## config.mk

```make
export PLATFORM = sky130hd
export DESIGN_NAME = baud_rate_generator
export DESIGN_NICKNAME = d
export VERILOG_FILES = /design/src/verilog/baud_pkg.sv /design/src/verilog/baud_divider.sv /design/src/verilog/baud_rate_generator.sv
export SDC_FILE = /design/constraint.sdc
export NUM_CORES = 1
export LEC_CHECK = 0
export BUFFER_PORTS_ARGS = -buffer_cell sky130_fd_sc_hd__buf_4
export CAP_MARGIN = 20
export CORE_ASPECT_RATIO = 1.25
export CORE_MARGIN = 10
export CORE_UTILIZATION = 63
export CTS_CLUSTER_SIZE = 25
export DETAILED_ROUTE_END_ITERATION = 10
export HOLD_SLACK_MARGIN = 0.03
export PLACE_DENSITY = 0.83
export SLEW_MARGIN = 15
export SYNTH_ARGS = -nofsm -noshare
export SYNTH_HDL_FRONTEND = slang
export SYNTH_SLANG_ARGS = --single-unit
```

## constraint.sdc

```tcl
create_clock -name clock_in -period 4.07 [get_ports clock_in]
set_input_delay 0.407 -clock clock_in [delete_from_list [all_inputs] [get_ports clock_in]]
set_output_delay 0.407 -clock clock_in [all_outputs]
set_load 0.05 [all_outputs]
```

## src/verilog/baud_pkg.sv

```systemverilog
// constants, field layouts and state carriers of the baud rate generator
// assumes one 125 MHz clock; register port is 8 bits wide, 3-bit address
//
// Behaviour
// - one divider timer, 8 or 16 bits wide, times async and sync serial.
// - after reset the divider is 8 bits; wide select makes it 16 bits.
// - divisor high and low bytes set the free-running divider period.
// - async multiplier comes from high-speed select and wide select.
// - in synchronous mode the high-speed select bit is ignored.
// - writing either divisor byte clears the divider timer at once.
// - async, 8-bit, standard speed: baud is clock over 64 times divisor+1.
`default_nettype none

package baud_pkg;

    localparam int CLOCK_HZ = 125000000;
    localparam int DIV_WIDTH = 16;
    localparam int BYTE_WIDTH = 8;
    localparam int ADDR_WIDTH = 3;
    localparam int PRESCALE_WIDTH = 6;

    // register map, one byte per address
    localparam logic [2:0] ADDR_DIVISOR_LOW = 3'h0;
    localparam logic [2:0] ADDR_DIVISOR_HIGH = 3'h1;
    localparam logic [2:0] ADDR_BAUD_CONTROL = 3'h2;
    localparam logic [2:0] ADDR_TX_STATUS_CONTROL = 3'h3;
    localparam logic [2:0] ADDR_STATUS = 3'h4;

    // field positions
    localparam int WIDE_BIT = 3;
    localparam int HIGH_SPEED_BIT = 2;
    localparam int SYNC_MODE_BIT = 4;
    localparam int IDLE_BIT = 7;

    localparam logic [7:0] RESET_BYTE = 8'h00;
    localparam logic [7:0] ZERO_BYTE = 8'h00;
    localparam logic [15:0] ZERO_COUNT = 16'h0000;
    localparam logic [15:0] ONE_COUNT = 16'h0001;
    localparam logic [5:0] ZERO_PRESCALE = 6'h00;
    localparam logic [5:0] ONE_PRESCALE = 6'h01;

    // period multiplier minus one, per mode
    localparam logic [5:0] LIMIT_X64 = 6'h3f;
    localparam logic [5:0] LIMIT_X16 = 6'h0f;
    localparam logic [5:0] LIMIT_X4 = 6'h03;

    typedef struct packed {
        logic [7:0] divisor_high_byte;
        logic [7:0] divisor_low_byte;
        logic wide_counter_select;
        logic high_speed_select;
        logic sync_mode;
    } baud_regs_t;

    typedef struct packed {
        logic [15:0] count;
        logic tick;
    } divider_state_t;

    typedef struct packed {
        baud_regs_t regs;
        logic [7:0] read_data;
        logic [5:0] prescale;
        logic bit_tick;
        logic baud_tick;
        logic [5:0] limit;
    } baud_state_t;

endpackage

`default_nettype wire

```

## src/verilog/baud_divider.sv

```systemverilog
// free-running divider timer: ticks once every divisor+1 enabled clocks
// assumes clear_in and divisor_in come from logic on the same clock
`timescale 1ns/1ps
`default_nettype none

module baud_divider (
    input wire logic clock_in,
    input wire logic reset_in,
    input wire logic enable_in,
    input wire logic clear_in,
    input wire logic wide_in,
    input wire logic [15:0] divisor_in,
    output logic tick_out,
    output logic [15:0] count_out
);

    baud_pkg::divider_state_t state;
    baud_pkg::divider_state_t next_state;
    logic [15:0] limit;

    // narrow mode uses only the low byte
    assign limit = wide_in ? divisor_in
                           : {baud_pkg::ZERO_BYTE, divisor_in[7:0]};

    always_comb begin
        next_state = state;
        if (enable_in) begin
            if (clear_in) begin
                next_state.count = baud_pkg::ZERO_COUNT;
                next_state.tick = 1'b0;
            // >= so a narrowed limit never lets the count run to wrap
            end else if (state.count >= limit) begin
                next_state.count = baud_pkg::ZERO_COUNT;
                next_state.tick = 1'b1;
            end else begin
                next_state.count = state.count + baud_pkg::ONE_COUNT;
                next_state.tick = 1'b0;
            end
        end
    end

    always_ff @(posedge clock_in or posedge reset_in) begin
        if (reset_in) begin
            state <= '0;
        end else begin
            state <= next_state;
        end
    end

    assign tick_out = state.tick;
    assign count_out = state.count;
endmodule

`default_nettype wire

```

## src/verilog/baud_rate_generator.sv

```systemverilog
// baud rate generator: divisor registers, mode bits and multiplier prescale
// assumes a same-clock register master with one-cycle strobes
`timescale 1ns/1ps
`default_nettype none

module baud_rate_generator (
    input wire logic clock_in,
    input wire logic reset_in,
    input wire logic clock_enable_in,
    input wire logic [2:0] address_in,
    input wire logic [7:0] write_data_in,
    input wire logic write_in,
    input wire logic read_in,
    input wire logic receiver_idle_in,
    output logic [7:0] read_data_out,
    output logic baud_tick_out,
    output logic bit_tick_out,
    output logic wide_counter_out,
    output logic sync_mode_out
);

    baud_pkg::baud_state_t state;
    baud_pkg::baud_state_t next_state;
    logic divisor_write;
    logic divider_tick;
    logic [15:0] divider_count;
    logic [5:0] mode_limit;

    assign divisor_write = write_in &&
        (address_in == baud_pkg::ADDR_DIVISOR_LOW ||
         address_in == baud_pkg::ADDR_DIVISOR_HIGH);

    baud_divider divider (
        .clock_in(clock_in),
        .reset_in(reset_in),
        .enable_in(clock_enable_in),
        .clear_in(divisor_write),
        .wide_in(state.regs.wide_counter_select),
        .divisor_in({state.regs.divisor_high_byte,
                     state.regs.divisor_low_byte}),
        .tick_out(divider_tick),
        .count_out(divider_count)
    );

    // multiplier per mode; sync ignores high speed
    always_comb begin
        if (state.regs.sync_mode) begin
            mode_limit = baud_pkg::LIMIT_X4;
        end else if (!state.regs.wide_counter_select &&
                     !state.regs.high_speed_select) begin
            mode_limit = baud_pkg::LIMIT_X64;
        end else if (state.regs.wide_counter_select &&
                     state.regs.high_speed_select) begin
            mode_limit = baud_pkg::LIMIT_X4;
        end else begin
            mode_limit = baud_pkg::LIMIT_X16;
        end
    end

    always_comb begin
        next_state = state;
        if (clock_enable_in) begin
            next_state.limit = mode_limit;
            next_state.baud_tick = divider_tick;
            next_state.bit_tick = 1'b0;
            // register writes
            if (write_in) begin
                if (address_in == baud_pkg::ADDR_DIVISOR_LOW) begin
                    next_state.regs.divisor_low_byte = write_data_in;
                end else if (address_in == baud_pkg::ADDR_DIVISOR_HIGH) begin
                    next_state.regs.divisor_high_byte = write_data_in;
                end else if (address_in == baud_pkg::ADDR_BAUD_CONTROL) begin
                    next_state.regs.wide_counter_select =
                        write_data_in[baud_pkg::WIDE_BIT];
                end else if (address_in == baud_pkg::ADDR_TX_STATUS_CONTROL) begin
                    next_state.regs.high_speed_select =
                        write_data_in[baud_pkg::HIGH_SPEED_BIT];
                    next_state.regs.sync_mode =
                        write_data_in[baud_pkg::SYNC_MODE_BIT];
                end
            end
            // reads answer one cycle later, zero otherwise
            next_state.read_data = baud_pkg::ZERO_BYTE;
            if (read_in) begin
                if (address_in == baud_pkg::ADDR_DIVISOR_LOW) begin
                    next_state.read_data = state.regs.divisor_low_byte;
                end else if (address_in == baud_pkg::ADDR_DIVISOR_HIGH) begin
                    next_state.read_data = state.regs.divisor_high_byte;
                end else if (address_in == baud_pkg::ADDR_BAUD_CONTROL) begin
                    next_state.read_data[baud_pkg::WIDE_BIT] =
                        state.regs.wide_counter_select;
                end else if (address_in == baud_pkg::ADDR_TX_STATUS_CONTROL) begin
                    next_state.read_data[baud_pkg::HIGH_SPEED_BIT] =
                        state.regs.high_speed_select;
                    next_state.read_data[baud_pkg::SYNC_MODE_BIT] =
                        state.regs.sync_mode;
                end else if (address_in == baud_pkg::ADDR_STATUS) begin
                    // idle flag lets software time a clock change
                    next_state.read_data[baud_pkg::IDLE_BIT] = receiver_idle_in;
                    next_state.read_data[5:0] = state.prescale;
                end
            end
            // prescale restarts with the divider so the new rate is clean
            if (divisor_write) begin
                next_state.prescale = baud_pkg::ZERO_PRESCALE;
            end else if (divider_tick) begin
                if (state.prescale >= mode_limit) begin
                    next_state.prescale = baud_pkg::ZERO_PRESCALE;
                    next_state.bit_tick = 1'b1;
                end else begin
                    next_state.prescale = state.prescale + baud_pkg::ONE_PRESCALE;
                end
            end
        end
    end

    always_ff @(posedge clock_in or posedge reset_in) begin
        if (reset_in) begin
            state <= '0; // divider starts narrow
            state.limit <= baud_pkg::LIMIT_X64;
        end else begin
            state <= next_state;
        end
    end

    assign read_data_out = state.read_data;
    assign baud_tick_out = state.baud_tick;
    assign bit_tick_out = state.bit_tick;
    assign wide_counter_out = state.regs.wide_counter_select;
    assign sync_mode_out = state.regs.sync_mode;
endmodule

`default_nettype wire
```

==> impl_summary.txt, run 1 <==
----------------------------------------------------
[Outcome]
  Run status ... finished, final reports clean

[Clock tree]
  Gates resized, CTS repair ... 0
  Number of sinks on the clock net ... 52
  Hold buffer count at cts ... 0
  Clock insertion delay at the later pin of the skew report ... 0.32 ns
  Depth of the CTS H-tree ... 2
  Post-CTS setup buffer count ... 0
  Clock-pin slew on the worst setup and hold paths ... 0.09 ns
  Number of buffers added by the clock tree synthesis step ... 5
  TritonCTS clock tree ... done
  Master cell of the clock root buffer ... sky130_fd_sc_hd__clkbuf_8
  Clock Tree Buf Depth ... 2

[Timing]
  Accumulated negative setup slack ... 0 ns
  Highest clock rate ... ~0.35 GHz
  Clock period minus worst slack ... between 2 and 3 ns
  Setup Viol. Count Final ... 0
  Number of pins exceeding their max-slew limit in the final report ... 0
  Max-Slew Margin vs Limit ... 0.513
  Worst clock skew ... ~0.012 ns
  Fin. Hold Viols ... 0
  Pin slew with the least headroom to its limit ... a little over 0.7 ns
  Post-route fraction of the period consumed by the critical path ... 0.706
  Setup repair after global routing missed its margin ... no
  Min setup slack post-route ... between 1 and 1.5 ns

[Pwr]
  Power, Total ... about 0.0014 W
  Power share of the combinational group ... 0.268
  Maximum ir drop on the vdd rail ... between 0.0002 and 0.00025 V
  Pwr dens ... 405 mW/mm^2
  Sequential share of power ... 0.478
  Cell Int Power ... 0.000928 W
  Psw ... about 0.00048 W
  Leakage Power ... about 1.6 nW
  Fraction of power spent switching nets ... 0.339
  Clock network power share ... 0.254

[Floorplanning]
  Initial cell density of the core ... 0.660
  Full die area ... approximately 0.0083 sq mm
  Top-level I/O count ... 29
  Die boundary width ... between 80 and 90 microns
  Core area ... between 0.004 and 0.005 sq mm
  Floorplan die height ... 99.6 microns
  Std cell rows ... 28

[Place]
  Detailed Place HPWL ... 5.50 mm
  RD Place Congestion ... about 0.83
  Post-place setup slack ... between 1 and 1.5 ns
  Count of input and output buffers ... 28
  Total instance count after detailed placement ... approximately 400

[GRT]
  Vias in the first global route ... ~2,600
  First-pass GRT wire length ... 12.5 mm
  Global-route usage over all layers ... 0.180
  Remaining global-route overflow ... 0
  Antenna violations before repair ... 0
  Pin count of the biggest net entering global routing ... 53

[Cells and area]
  Layout net count ... 381
  Filler-free cell count of the finished design ... 403
  Number of fill cells in the layout ... 380
  Number of antenna diodes ... 0
  Fraction of final layout cells with drive strength greater than 1 ... 0.175
  Layout overhead on the synthesized area ... 8.63%

[Logic synthesis]
  Net count of the mapped netlist ... 365
  Flops & latches, synth ... 52
  Sequential-to-total area share from yosys stat ... 0.408
  Library cells used by synthesis ... 55
  Avg Cell Area, Syn ... 9.78 sq um
  Share of flip-flops with an asynchronous set or reset after synthesis ... 1.00
  Post-synth top flop ... sky130_fd_sc_hd__dfrtp_1
  Number of synthesized flops with an enable pin ... 0
  Syn Inst Count ... around 330
  Yosys warns ... 0
  Post-Syn Area ... about 0.0032 sq mm

[Detailed routing]
  Detail-routed net length per standard cell ... between 15 and 20 microns
  Via count of the routed design ... ~2,600
  Number of remaining DRC errors ... 0
  Starting DRT DRC Count ... 164
  Detailed-router iteration count before antenna repair ... 4
  Average via count per standard cell ... 6.35
  Number of nets still failing antenna checks after routing ... 0
  Total wire length after detailed routing ... about 7.5 mm

[Setup path]
  Worst R2R Path Depth ... 7
  Arrival time of the worst setup path ... 3.12 ns
  Endpoint class of the critical path ... register
  Type of the worst setup path ... reg -> reg
  Data required time at the worst endpoint ... roughly 4.3 ns
  Worst Path Max Fanout ... 19
  Crit path launch type ... register

[Worst hold path]
  Class of the worst hold path ... in -> async

[Job]
  Count of max-cap constraint violations ... 0

----------------------------------------------------
[cell type report]
cell class,count,area [sq um],share of cell area
Clock buffer,5,68.8,0.0199
Clock inverter,3,42.5,0.0123
Inverter,26,97.6,0.0282
Multi-Input combinational cell,227,1650,0.477
Sequential cell,52,1300,0.376
Tap cell,60,75.1,0.0217
Timing Repair Buffer,30,225,0.0650
[path summary, 6_finish.rpt]
kind,startpoint,endpoint,slack (ns)
min in group clock_in,write_data_in[1],state[26],0.30
min reg2reg,read_data_out[4],read_data_out[4],0.51
max in group asynchronous,reset_in,divider.count_out[6],3.36
min,reset_in,bit_tick_out,0.27
max reg2reg,wide_counter_out,divider.count_out[14],1.20
max,wide_counter_out,divider.count_out[14],1.20
[state kept, by name (all words and copies together), names as in the netlist]
| signal | cells |
|---|---|
| divider.count_out | 16 |
| wide_counter_out | 1 |
| divider.tick_out | 1 |
| state | 23 |
| sync_mode_out | 1 |
| bit_tick_out | 1 |
| baud_tick_out | 1 |
| read_data_out | 8 |
[cell families after synthesis]
kind of cell | count (synthesis) | synth area share
and+or+nand+nor | 95 | 0.163
AOI/OAI and AO/OA | 90 | 0.202
DFF | 52 | 0.408
buffers and inverters | 47 | 0.0734
adders and majority gates | 22 | 0.0863
muxes | 16 | 0.0557
xor gates and xnor gates | 4 | 0.0110
[stage by stage]
stage	area (sq um)	utilization	hold WS [ns]
CTS	3460	0.717	0.293
floorplan	3190	-	0.456
finish	3460	0.717	0.268
global placement	3350	0.694	0.471
detailed placement	3350	0.694	0.482
global route	3460	0.717	0.302
[cell usage in the layout (no fill, tap or decap), types with 8 or more instances in the layout]
master	synthesis	routed
sky130_fd_sc_hd__inv_1	26	25
sky130_fd_sc_hd__nor2_1	13	13
sky130_fd_sc_hd__dfrtp_1	52	52
sky130_fd_sc_hd__a21oi_1	10	10
sky130_fd_sc_hd__nand2_1	31	31
sky130_fd_sc_hd__o21ai_0	19	19
sky130_fd_sc_hd__ha_1	22	22
sky130_fd_sc_hd__nand3_1	8	8
sky130_fd_sc_hd__buf_4	8	30
sky130_fd_sc_hd__mux2_2	14	14
[synth_stat cells (7+ instances only)]
| cell | number | area share |
|---|---|---|
| sky130_fd_sc_hd__dfrtp_1 | 52 | 0.41 |
| sky130_fd_sc_hd__nand2_1 | 31 | 0.036 |
| sky130_fd_sc_hd__inv_1 | 26 | 0.031 |
| sky130_fd_sc_hd__ha_1 | 22 | 0.086 |
| sky130_fd_sc_hd__o21ai_0 | 19 | 0.030 |
| sky130_fd_sc_hd__mux2_2 | 14 | 0.049 |
| sky130_fd_sc_hd__nor2_1 | 13 | 0.015 |
| sky130_fd_sc_hd__a21oi_1 | 10 | 0.016 |
| sky130_fd_sc_hd__clkbuf_1 | 9 | 0.011 |
| sky130_fd_sc_hd__buf_4 | 8 | 0.019 |
| sky130_fd_sc_hd__nand3_1 | 8 | 0.013 |
| sky130_fd_sc_hd__a31oi_1 | 7 | 0.014 |
| sky130_fd_sc_hd__o2bb2ai_1 | 7 | 0.019 |
[worst max-delay path, stage by stage (launching register included)]
cell                       delay, ns
sky130_fd_sc_hd__dfrtp_1        0.59
sky130_fd_sc_hd__nand2_1        0.10
sky130_fd_sc_hd__ha_1           0.32
sky130_fd_sc_hd__a211o_1        0.33
sky130_fd_sc_hd__a211oi_2       0.18
sky130_fd_sc_hd__nand3_1        0.54
sky130_fd_sc_hd__nor2_1         0.53
sky130_fd_sc_hd__a221o_1        0.21
[power groups by stage]
stage          registers [W]  logic (W)  clock network (W)
2_1_floorplan       0.000666   0.000274                  0
3_3_place_gp        0.000674   0.000351                  0
3_5_place_dp        0.000678   0.000370                  0
4_1_cts             0.000669   0.000375           0.000361
5_1_grt             0.000682   0.000418           0.000381
6_report            0.000671   0.000376           0.000357
[routing by layer]
layer  vias up  wire length [microns]  track usage
li1       1231                      -            -
met3        16                    459       0.0359
met1      1222                   2960        0.210
met5         -                      0            0
met2        89                   3910        0.307
met4         0                    184       0.0890
(Power assumes the default switching activity.)
==> run 2: changes to the inputs <==
--- a/config.mk
+++ b/config.mk
@@ -9,11 +9,11 @@
 export CAP_MARGIN = 20
 export CORE_ASPECT_RATIO = 1.25
 export CORE_MARGIN = 10
-export CORE_UTILIZATION = 63
+export CORE_UTILIZATION = 60
 export CTS_CLUSTER_SIZE = 25
 export DETAILED_ROUTE_END_ITERATION = 10
 export HOLD_SLACK_MARGIN = 0.03
-export PLACE_DENSITY = 0.83
+export PLACE_DENSITY = 0.79
 export SLEW_MARGIN = 15
 export SYNTH_ARGS = -nofsm -noshare
 export SYNTH_HDL_FRONTEND = slang
==> constraint.sdc (replaced) <==
create_clock -name clock_in -period 2.9 [get_ports clock_in]
set_input_delay 0.29 -clock clock_in [delete_from_list [all_inputs] [get_ports clock_in]]
set_output_delay 0.29 -clock clock_in [all_outputs]
set_load 0.05 [all_outputs]
==> impl_summary.txt, run 2 (synthesis results as in run 1) <==
----------------------------------------------------
[Outcome]
  Run status ... finished, final reports clean

[Clock tree]
  Hold buffer count at cts ... 0 (unchanged)
  Clock-pin slew on the worst setup and hold paths ... 0.09 ns (about the same)
  Master cell of the clock root buffer ... sky130_fd_sc_hd__clkbuf_8
  TritonCTS clock tree ... done
  Gates resized, CTS repair ... 0 (unchanged)
  Clock insertion delay at the later pin of the skew report ... 0.30 ns (-0.02 ns)
  Number of sinks on the clock net ... 52 (unchanged)
  Clock Tree Buf Depth ... 2 (unchanged)
  Post-CTS setup buffer count ... 0 (unchanged)
  Number of buffers added by the clock tree synthesis step ... 5 (unchanged)
  Depth of the CTS H-tree ... 2 (unchanged)

[Pwr]
  Leakage Power ... 1.64 nW (+0.93%)
  Pwr dens ... 558 mW/mm^2 (+38%)
  Power share of the combinational group ... 0.268 (about the same)
  Fraction of power spent switching nets ... 0.330 (-0.00913)
  Clock network power share ... 0.251 (-0.003)
  Cell Int Power ... 0.00130 W (+40%)
  Psw ... 0.000641 W (+35%)
  Sequential share of power ... 0.481 (+0.003)
  Maximum ir drop on the vdd rail ... 0.000292 V (+29%)

[Timing]
  Pin slew with the least headroom to its limit ... 0.890 ns (+0.162 ns)
  Setup repair after global routing missed its margin ... no
  Number of pins exceeding their max-slew limit in the final report ... 0 (unchanged)
  Max-Slew Margin vs Limit ... 0.406 (-0.107)
  Fin. Hold Viols ... 0 (unchanged)
  Worst clock skew ... 0.0107 ns (-0.00128 ns)
  Accumulated negative setup slack ... 0 ns (unchanged)
  Clock period minus worst slack ... 2.64 ns (-0.237 ns)
  Worst-case hold slack ... 0.140 ns (-0.128 ns)
  Setup Viol. Count Final ... 0 (unchanged)
  Highest clock rate ... 0.379 GHz (+9.0%)
  Post-route fraction of the period consumed by the critical path ... 0.909 (+0.203)

[Setup path]
  Critical register-to-register path endpoint ... divider.count_out[4]
  Critical path buffers and inverters ... 1 (+1)
  Type of the worst setup path ... reg -> reg
  Worst Path Max Fanout ... 13 (-6)
  Register-to-register setup slack ... 0.26 ns (-0.93 ns)
  Worst Setup SP ... wide_counter_out
  Logic depth of the worst setup path including buffers ... 8 (+1)
  Crit path launch type ... register
  Arrival time of the worst setup path ... 2.83 ns (-0.29 ns)
  Worst path top cell family by delay ... compound AO/OA/AOI/OAI gates
  Critical Path Sink ... divider.count_out[4]
  Endpoint class of the critical path ... register
  Slowest stage delay, CP ... 0.58 ns (about the same)
  Launch point of the worst reg-to-reg path ... wide_counter_out
  Critical path cell sequence ... nand2_1 -> ha_1 -> nand4_1 -> a211oi_1 -> a32o_1 -> buf_4 -> nor3_1 -> a211o_1
  Worst R2R Path Depth ... 8 (+1)
  Data required time at the worst endpoint ... 3.09 ns (-1.23 ns)
  Critical path's slowest cell ... sky130_fd_sc_hd__dfrtp_1

[Place]
  RD Place Congestion ... 0.868 (+4.0%)
  Count of input and output buffers ... 28 (unchanged)
  Placed cell areas ... 0.00338 sq mm (+0.75%)
  Detailed Place HPWL ... 5.49 mm (-0.17%)

[Detailed routing]
  Via count of the routed design ... 2,598 (+1.6%)
  Number of nets still failing antenna checks after routing ... 0 (unchanged)
  Average via count per standard cell ... 6.37 (+0.32%)
  Number of remaining DRC errors ... 0 (unchanged)
  Starting DRT DRC Count ... 137 (-16%)
  Detailed-router iteration count before antenna repair ... 4 (unchanged)
  Total wire length after detailed routing ... 7.36 mm (-2.0%)
  Detail-routed net length per standard cell ... 18.0 microns (-3.2%)

[Cells and area]
  Final non-filler cell area ... 0.00349 sq mm (+0.65%)
  Fraction of final layout cells with drive strength greater than 1 ... 0.179 (+0.00426)
  Highest-count cells in the layout ignoring fill and taps ... sky130_fd_sc_hd__dfrtp_1, sky130_fd_sc_hd__buf_4, sky130_fd_sc_hd__nand2_1
  Number of antenna diodes ... 0 (unchanged)
  Most common cell after layout, fill and taps aside ... sky130_fd_sc_hd__dfrtp_1
  Layout overhead on the synthesized area ... 9.34%
  Top register by number of flip-flops ... state
  Number of flip-flops in the largest register ... 23 (unchanged)
  Layout net count ... 384 (+0.79%)

[GRT]
  Remaining global-route overflow ... 0 (unchanged)
  Pin count of the biggest net entering global routing ... 53 (unchanged)
  First-pass GRT wire length ... 12.3 mm (-2.0%)
  Antenna violations before repair ... 0 (unchanged)
  Vias in the first global route ... 2,602 (+1.6%)
  Global-route usage over all layers ... 0.172 (-0.00765)

[Floorplanning]
  Top-level I/O count ... 29 (unchanged)
  Core area ... 0.00512 sq mm (+5.8%)
  Die boundary width ... 85.2 microns (+1.9%)
  Full die area ... 0.00865 sq mm (+3.9%)
  Floorplan die height ... 102 microns (+2.0%)
  Std cell rows ... 29 (+3.6%)
  Initial cell density of the core ... 0.623 (-0.0363)

[Worst hold path]
  Class of the worst hold path ... in -> async

[Job]
  Count of max-cap constraint violations ... 0 (unchanged)

----------------------------------------------------
-- run 2: worst reg2reg max path: stages (launching register included) --
cell	delay [ns]
sky130_fd_sc_hd__dfrtp_1	0.58
sky130_fd_sc_hd__nand2_1	0.11
sky130_fd_sc_hd__ha_1	0.34
sky130_fd_sc_hd__nand4_1	0.12
sky130_fd_sc_hd__a211oi_1	0.32
sky130_fd_sc_hd__a32o_1	0.45
sky130_fd_sc_hd__buf_4	0.26
sky130_fd_sc_hd__nor3_1	0.07
sky130_fd_sc_hd__a211o_1	0.28
-- run 2: power by group through the flow --
stage | logic [W] | clock network (W) | registers [W]
2_1_floorplan | 0.000384 | 0 | 0.000935
3_3_place_gp | 0.000498 | 0 | 0.000944
3_5_place_dp | 0.000521 | 0 | 0.000948
4_1_cts | 0.000525 | 0.000504 | 0.000935
5_1_grt | 0.000580 | 0.000531 | 0.000953
6_report | 0.000521 | 0.000488 | 0.000936
-- run 2: final cells by class --
cell class | count | area, sq um
Timing Repair Buffer | 33 | 248
Multi-Input combinational cell | 227 | 1650
Fill cell | 416 | 1630
Clock inverter | 2 | 35.0
Clock buffer | 6 | 72.6
Tap cell | 62 | 77.6
Inverter | 26 | 98.8
Sequential cell | 52 | 1300
-- run 2: metrics by stage --
stage	power (W)	instances	setup WS, ns	utilization
after floorplan	0.00132	326	0.185	-
after global placement	0.00144	400	0.404	0.660
after detailed placement	0.00147	400	0.325	0.660
after CTS	0.00196	408	0.297	0.681
after global routing	0.00206	408	0.115	0.682
final	0.00195	408	0.263	0.682
-- run 2: worst min path at each step --
stage                     start          endpoint  slack [ns]  cells past startpoint
2_1_floorplan  write_data_in[1]         state[26]        0.41                      2
3_3_place_gp   read_data_out[6]  read_data_out[6]        0.48                      1
3_5_place_dp   read_data_out[4]  read_data_out[4]        0.48                      1
4_1_cts        write_data_in[1]         state[26]        0.19                      3
5_1_grt                reset_in  read_data_out[0]        0.20                      2
6_report               reset_in  read_data_out[1]        0.14                      2
-- run 2: per-layer routing --
layer | global-route usage | share of wire | wire length (microns)
met1 | 0.188 | 0.39 | 2890
met2 | 0.313 | 0.52 | 3830
met3 | 0.0353 | 0.053 | 391
met4 | 0.0761 | 0.033 | 246
met5 | 0 | 0 | 0
==> run 3: changes to the inputs <==
--- a/config.mk
+++ b/config.mk
@@ -5,6 +5,7 @@
 export SDC_FILE = /design/constraint.sdc
 export NUM_CORES = 1
 export LEC_CHECK = 0
+export ABC_AREA = 1
 export BUFFER_PORTS_ARGS = -buffer_cell sky130_fd_sc_hd__buf_4
 export CAP_MARGIN = 20
 export CORE_ASPECT_RATIO = 1.25
==> constraint.sdc (replaced) <==
create_clock -name clock_in -period 2.9 [get_ports clock_in]
set_input_delay 0.87 -clock clock_in [delete_from_list [all_inputs] [get_ports clock_in]]
set_output_delay 0.87 -clock clock_in [all_outputs]
set_load 0.05 [all_outputs]
==> impl_summary.txt, run 3 <==
----------------------------------------------------
[Outcome]
  Run status ... finished, final reports clean

[Setup path]
  Worst Path Max Fanout ... 12 (-1)
  Worst Setup SP ... wide_counter_out
  Slowest stage delay, CP ... 0.54 ns (-0.04 ns)
  Launch point of the worst reg-to-reg path ... wide_counter_out
  Type of the worst setup path ... reg -> reg
  Cell repeated most along the worst path ... sky130_fd_sc_hd__o21ai_0
  Data required time at the worst endpoint ... 3.14 ns (+0.05 ns)
  Critical path cell sequence ... inv_1 -> o21ai_0 -> ha_1 -> nand2_1 -> inv_1 -> o21ai_0 -> and3_1 -> nand3_1 -> o21ai_0
  Critical path's slowest cell ... sky130_fd_sc_hd__dfrtp_1
  Arrival time of the worst setup path ... 2.33 ns (-0.50 ns)
  Crit path launch type ... register
  Endpoint class of the critical path ... register

[Worst hold path]
  Hold Crit Start ... state[23]
  Class of the worst hold path ... reg -> reg

[Logic synthesis]
  Sequential-to-total area share from yosys stat ... 0.408 (unchanged)
  Post-Syn Area ... 0.00319 sq mm (unchanged)
  Largest cells by area after synthesis ... sky130_fd_sc_hd__dfrtp_1, sky130_fd_sc_hd__nand2_1, sky130_fd_sc_hd__ha_1
  Most used standard cell by instance count after synthesis ... sky130_fd_sc_hd__nand2_1
  Most common library cells after synthesis ... sky130_fd_sc_hd__nand2_1, sky130_fd_sc_hd__dfrtp_1, sky130_fd_sc_hd__inv_1
  Number of synthesized flops with an enable pin ... 0 (unchanged)
  Avg Cell Area, Syn ... 8.26 sq um (-16%)
  Top-area cell type share of the netlist area ... 0.408 (unchanged)
  Yosys warns ... 0 (unchanged)
  Syn Inst Count ... 386 (+18%)
  Post-synth top flop ... sky130_fd_sc_hd__dfrtp_1
  Net count of the mapped netlist ... 425 (+16%)
  Flops & latches, synth ... 52 (unchanged)
  Library cells used by synthesis ... 35 (-36%)
  Share of flip-flops with an asynchronous set or reset after synthesis ... 1.00 (unchanged)
  Library cell occupying the most area in the post-synthesis netlist ... sky130_fd_sc_hd__dfrtp_1

[Detailed routing]
  Highest metal layer with signal wires ... met4
  Met3 routed wirelength ... 245 microns (-37%)
  Via count of the routed design ... 2,570 (-1.1%)
  Detail-routed net length per standard cell ... 14.5 microns (-20%)
  Post-Route M1 WL ... 3.00 mm (+3.6%)
  Number of nets still failing antenna checks after routing ... 0 (unchanged)
  Starting DRT DRC Count ... 126 (-8.0%)
  Metal2 WL ... 3.39 mm (-12%)
  Detailed-router iteration count before antenna repair ... 4 (unchanged)
  Average via count per standard cell ... 5.44 (-14%)
  Total wire length after detailed routing ... 6.84 mm (-7.1%)
  Number of remaining DRC errors ... 0 (unchanged)

[Pwr]
  Leakage Power ... 1.75 nW (+7.1%)
  Pwr dens ... 568 mW/mm^2 (+1.8%)
  Maximum ir drop on the vdd rail ... 0.000402 V (+38%)

[Clock tree]
  Master cell of the clock root buffer ... sky130_fd_sc_hd__clkbuf_8
  Clock-pin slew on the worst setup and hold paths ... 0.10 ns (about the same)
  Number of sinks on the clock net ... 52 (unchanged)
  Clock Tree Buf Depth ... 2 (unchanged)
  Hold buffer count at cts ... 0 (unchanged)
  TritonCTS clock tree ... done
  Post-CTS setup buffer count ... 0 (unchanged)
  Depth of the CTS H-tree ... 2 (unchanged)
  Number of buffers added by the clock tree synthesis step ... 5 (unchanged)
  Gates resized, CTS repair ... 0 (unchanged)
  Clock insertion delay at the later pin of the skew report ... 0.32 ns (+0.02 ns)

[Floorplanning]
  Initial cell density of the core ... 0.623 (unchanged)
  Floorplan die height ... 102 microns (unchanged)
  Top-level I/O count ... 29 (unchanged)
  Core area ... 0.00512 sq mm (unchanged)
  Full die area ... 0.00865 sq mm (unchanged)
  Die boundary width ... 85.2 microns (unchanged)
  Std cell rows ... 29 (unchanged)

[Place]
  RD Place Congestion ... 0.836 (-3.7%)
  Placed cell areas ... 0.00339 sq mm (+0.37%)
  Count of input and output buffers ... 28 (unchanged)
  Detailed Place HPWL ... 5.32 mm (-3.2%)

[GRT]
  Pin count of the biggest net entering global routing ... 53 (unchanged)
  Antenna violations before repair ... 0 (unchanged)
  Remaining global-route overflow ... 0 (unchanged)
  First-pass GRT wire length ... 12.1 mm (-1.6%)
  Global-route usage over all layers ... 0.168 (-0.00405)
  Vias in the first global route ... 2,631 (+1.1%)

[Timing]
  Accumulated negative setup slack ... 0 ns (unchanged)
  Fin. Hold Viols ... 0 (unchanged)
  Highest clock rate ... 0.478 GHz (+26%)
  Max-Slew Margin vs Limit ... 0.555 (+0.148)
  Setup Viol. Count Final ... 0 (unchanged)
  Setup repair after global routing missed its margin ... no
  Worst clock skew ... 0.00902 ns (-0.00171 ns)
  Clock period minus worst slack ... 2.09 ns (-0.544 ns)
  Pin slew with the least headroom to its limit ... 0.668 ns (-0.222 ns)
  Post-route fraction of the period consumed by the critical path ... 0.722 (-0.188)
  Number of pins exceeding their max-slew limit in the final report ... 0 (unchanged)

[Job]
  Count of max-cap constraint violations ... 0 (unchanged)

[Cells and area]
  Layout overhead on the synthesized area ... 9.30% (about the same)
  Number of antenna diodes ... 0 (unchanged)
  Layout net count ... 448 (+17%)
  Number of flip-flops in the largest register ... 23 (unchanged)
  Top register by number of flip-flops ... state
  Final non-filler cell area ... 0.00349 sq mm (about the same)
  Fraction of final layout cells with drive strength greater than 1 ... 0.178 (-0.00114)
  Most common cell after layout, fill and taps aside ... sky130_fd_sc_hd__nand2_1
  Highest-count cells in the layout ignoring fill and taps ... sky130_fd_sc_hd__nand2_1, sky130_fd_sc_hd__dfrtp_1, sky130_fd_sc_hd__inv_1

----------------------------------------------------
-- run 3: cell types whose count changed after synthesis, moves of 8 or more --
cell / delta
sky130_fd_sc_hd__o21ai_2: +9
sky130_fd_sc_hd__nand2_1: +81
sky130_fd_sc_hd__o21ai_1: +18
sky130_fd_sc_hd__mux2_2: -14
sky130_fd_sc_hd__xor2_1: +8
sky130_fd_sc_hd__inv_1: +13
-- run 3: worst max-delay path: cells and delay by family, from the launching register on --
kind	cells	cell delay [ns]
flip-flops	1	0.54
adder cells (fa/ha/maj)	1	0.32
AO/OA/AOI/OAI	3	0.61
buffers and inverters	2	0.14
AND/OR/NAND/NOR	3	0.40
-- run 3: cell families (layout without fill, tap and decap cells) --
family | Yosys count | in the layout | share of synthesized area
xor gates and xnor gates | 17 | 17 | 0.0467
DFF | 52 | 52 | 0.408
buffers and inverters | 59 | 83 | 0.0847
adders and majority gates | 22 | 22 | 0.0863
AOI/OAI and AO/OA | 76 | 76 | 0.144
and+or+nand+nor | 160 | 160 | 0.231
-- run 3: layer usage --
metal,global-route usage,vias to the layer above
li1,-,1294
met1,0.195,1207
met2,0.291,50
met3,0.0378,19
met4,0.0723,0
met5,0,-
-- run 3: area by class of cell --
type,instances,area (sq um)
flip-flops and latches,52,1300
inverters,45,169
fillers,428,1630
clock buffers,5,68.8
clock inverters,3,26.3
repair buffers,30,225
multi-input cells,275,1620
well taps,62,77.6
-- run 3: path summary, 6_finish.rpt --
path / to / slack [ns] / depth (start not counted)
worst max-delay path: state[13] / 0.81 / 9
worst min-delay path: state[23] / 0.50 / 2
worst max register to register: state[13] / 0.81 / 9
worst min register to register: state[23] / 0.50 / 2
max in group asynchronous: state[11] / 1.73 / 3
min in group asynchronous: divider.count_out[2] / 0.72 / 3
-- run 3: power by group --
group / internal, W / leakage [nW] / total, W / switching, W
registers: 0.000833 / 0.692 / 0.000964 / 0.000131
clock network: 0.000178 / 0.0491 / 0.000447 / 0.000268
logic: 0.000218 / 1.01 / 0.000569 / 0.000351
-- run 3: stage by stage --
stage,utilization,setup slack [ns],power [W],hold slack [ns],std cells
3_5_place_dp,0.663,0.939,0.00155,0.476,464
2_1_floorplan,-,0.703,0.00138,0.450,386
5_1_grt,0.681,0.530,0.00212,0.532,472
4_1_cts,0.681,0.812,0.00199,0.502,472
3_3_place_gp,0.663,0.991,0.00152,0.469,464
6_report,0.681,0.807,0.00198,0.499,472
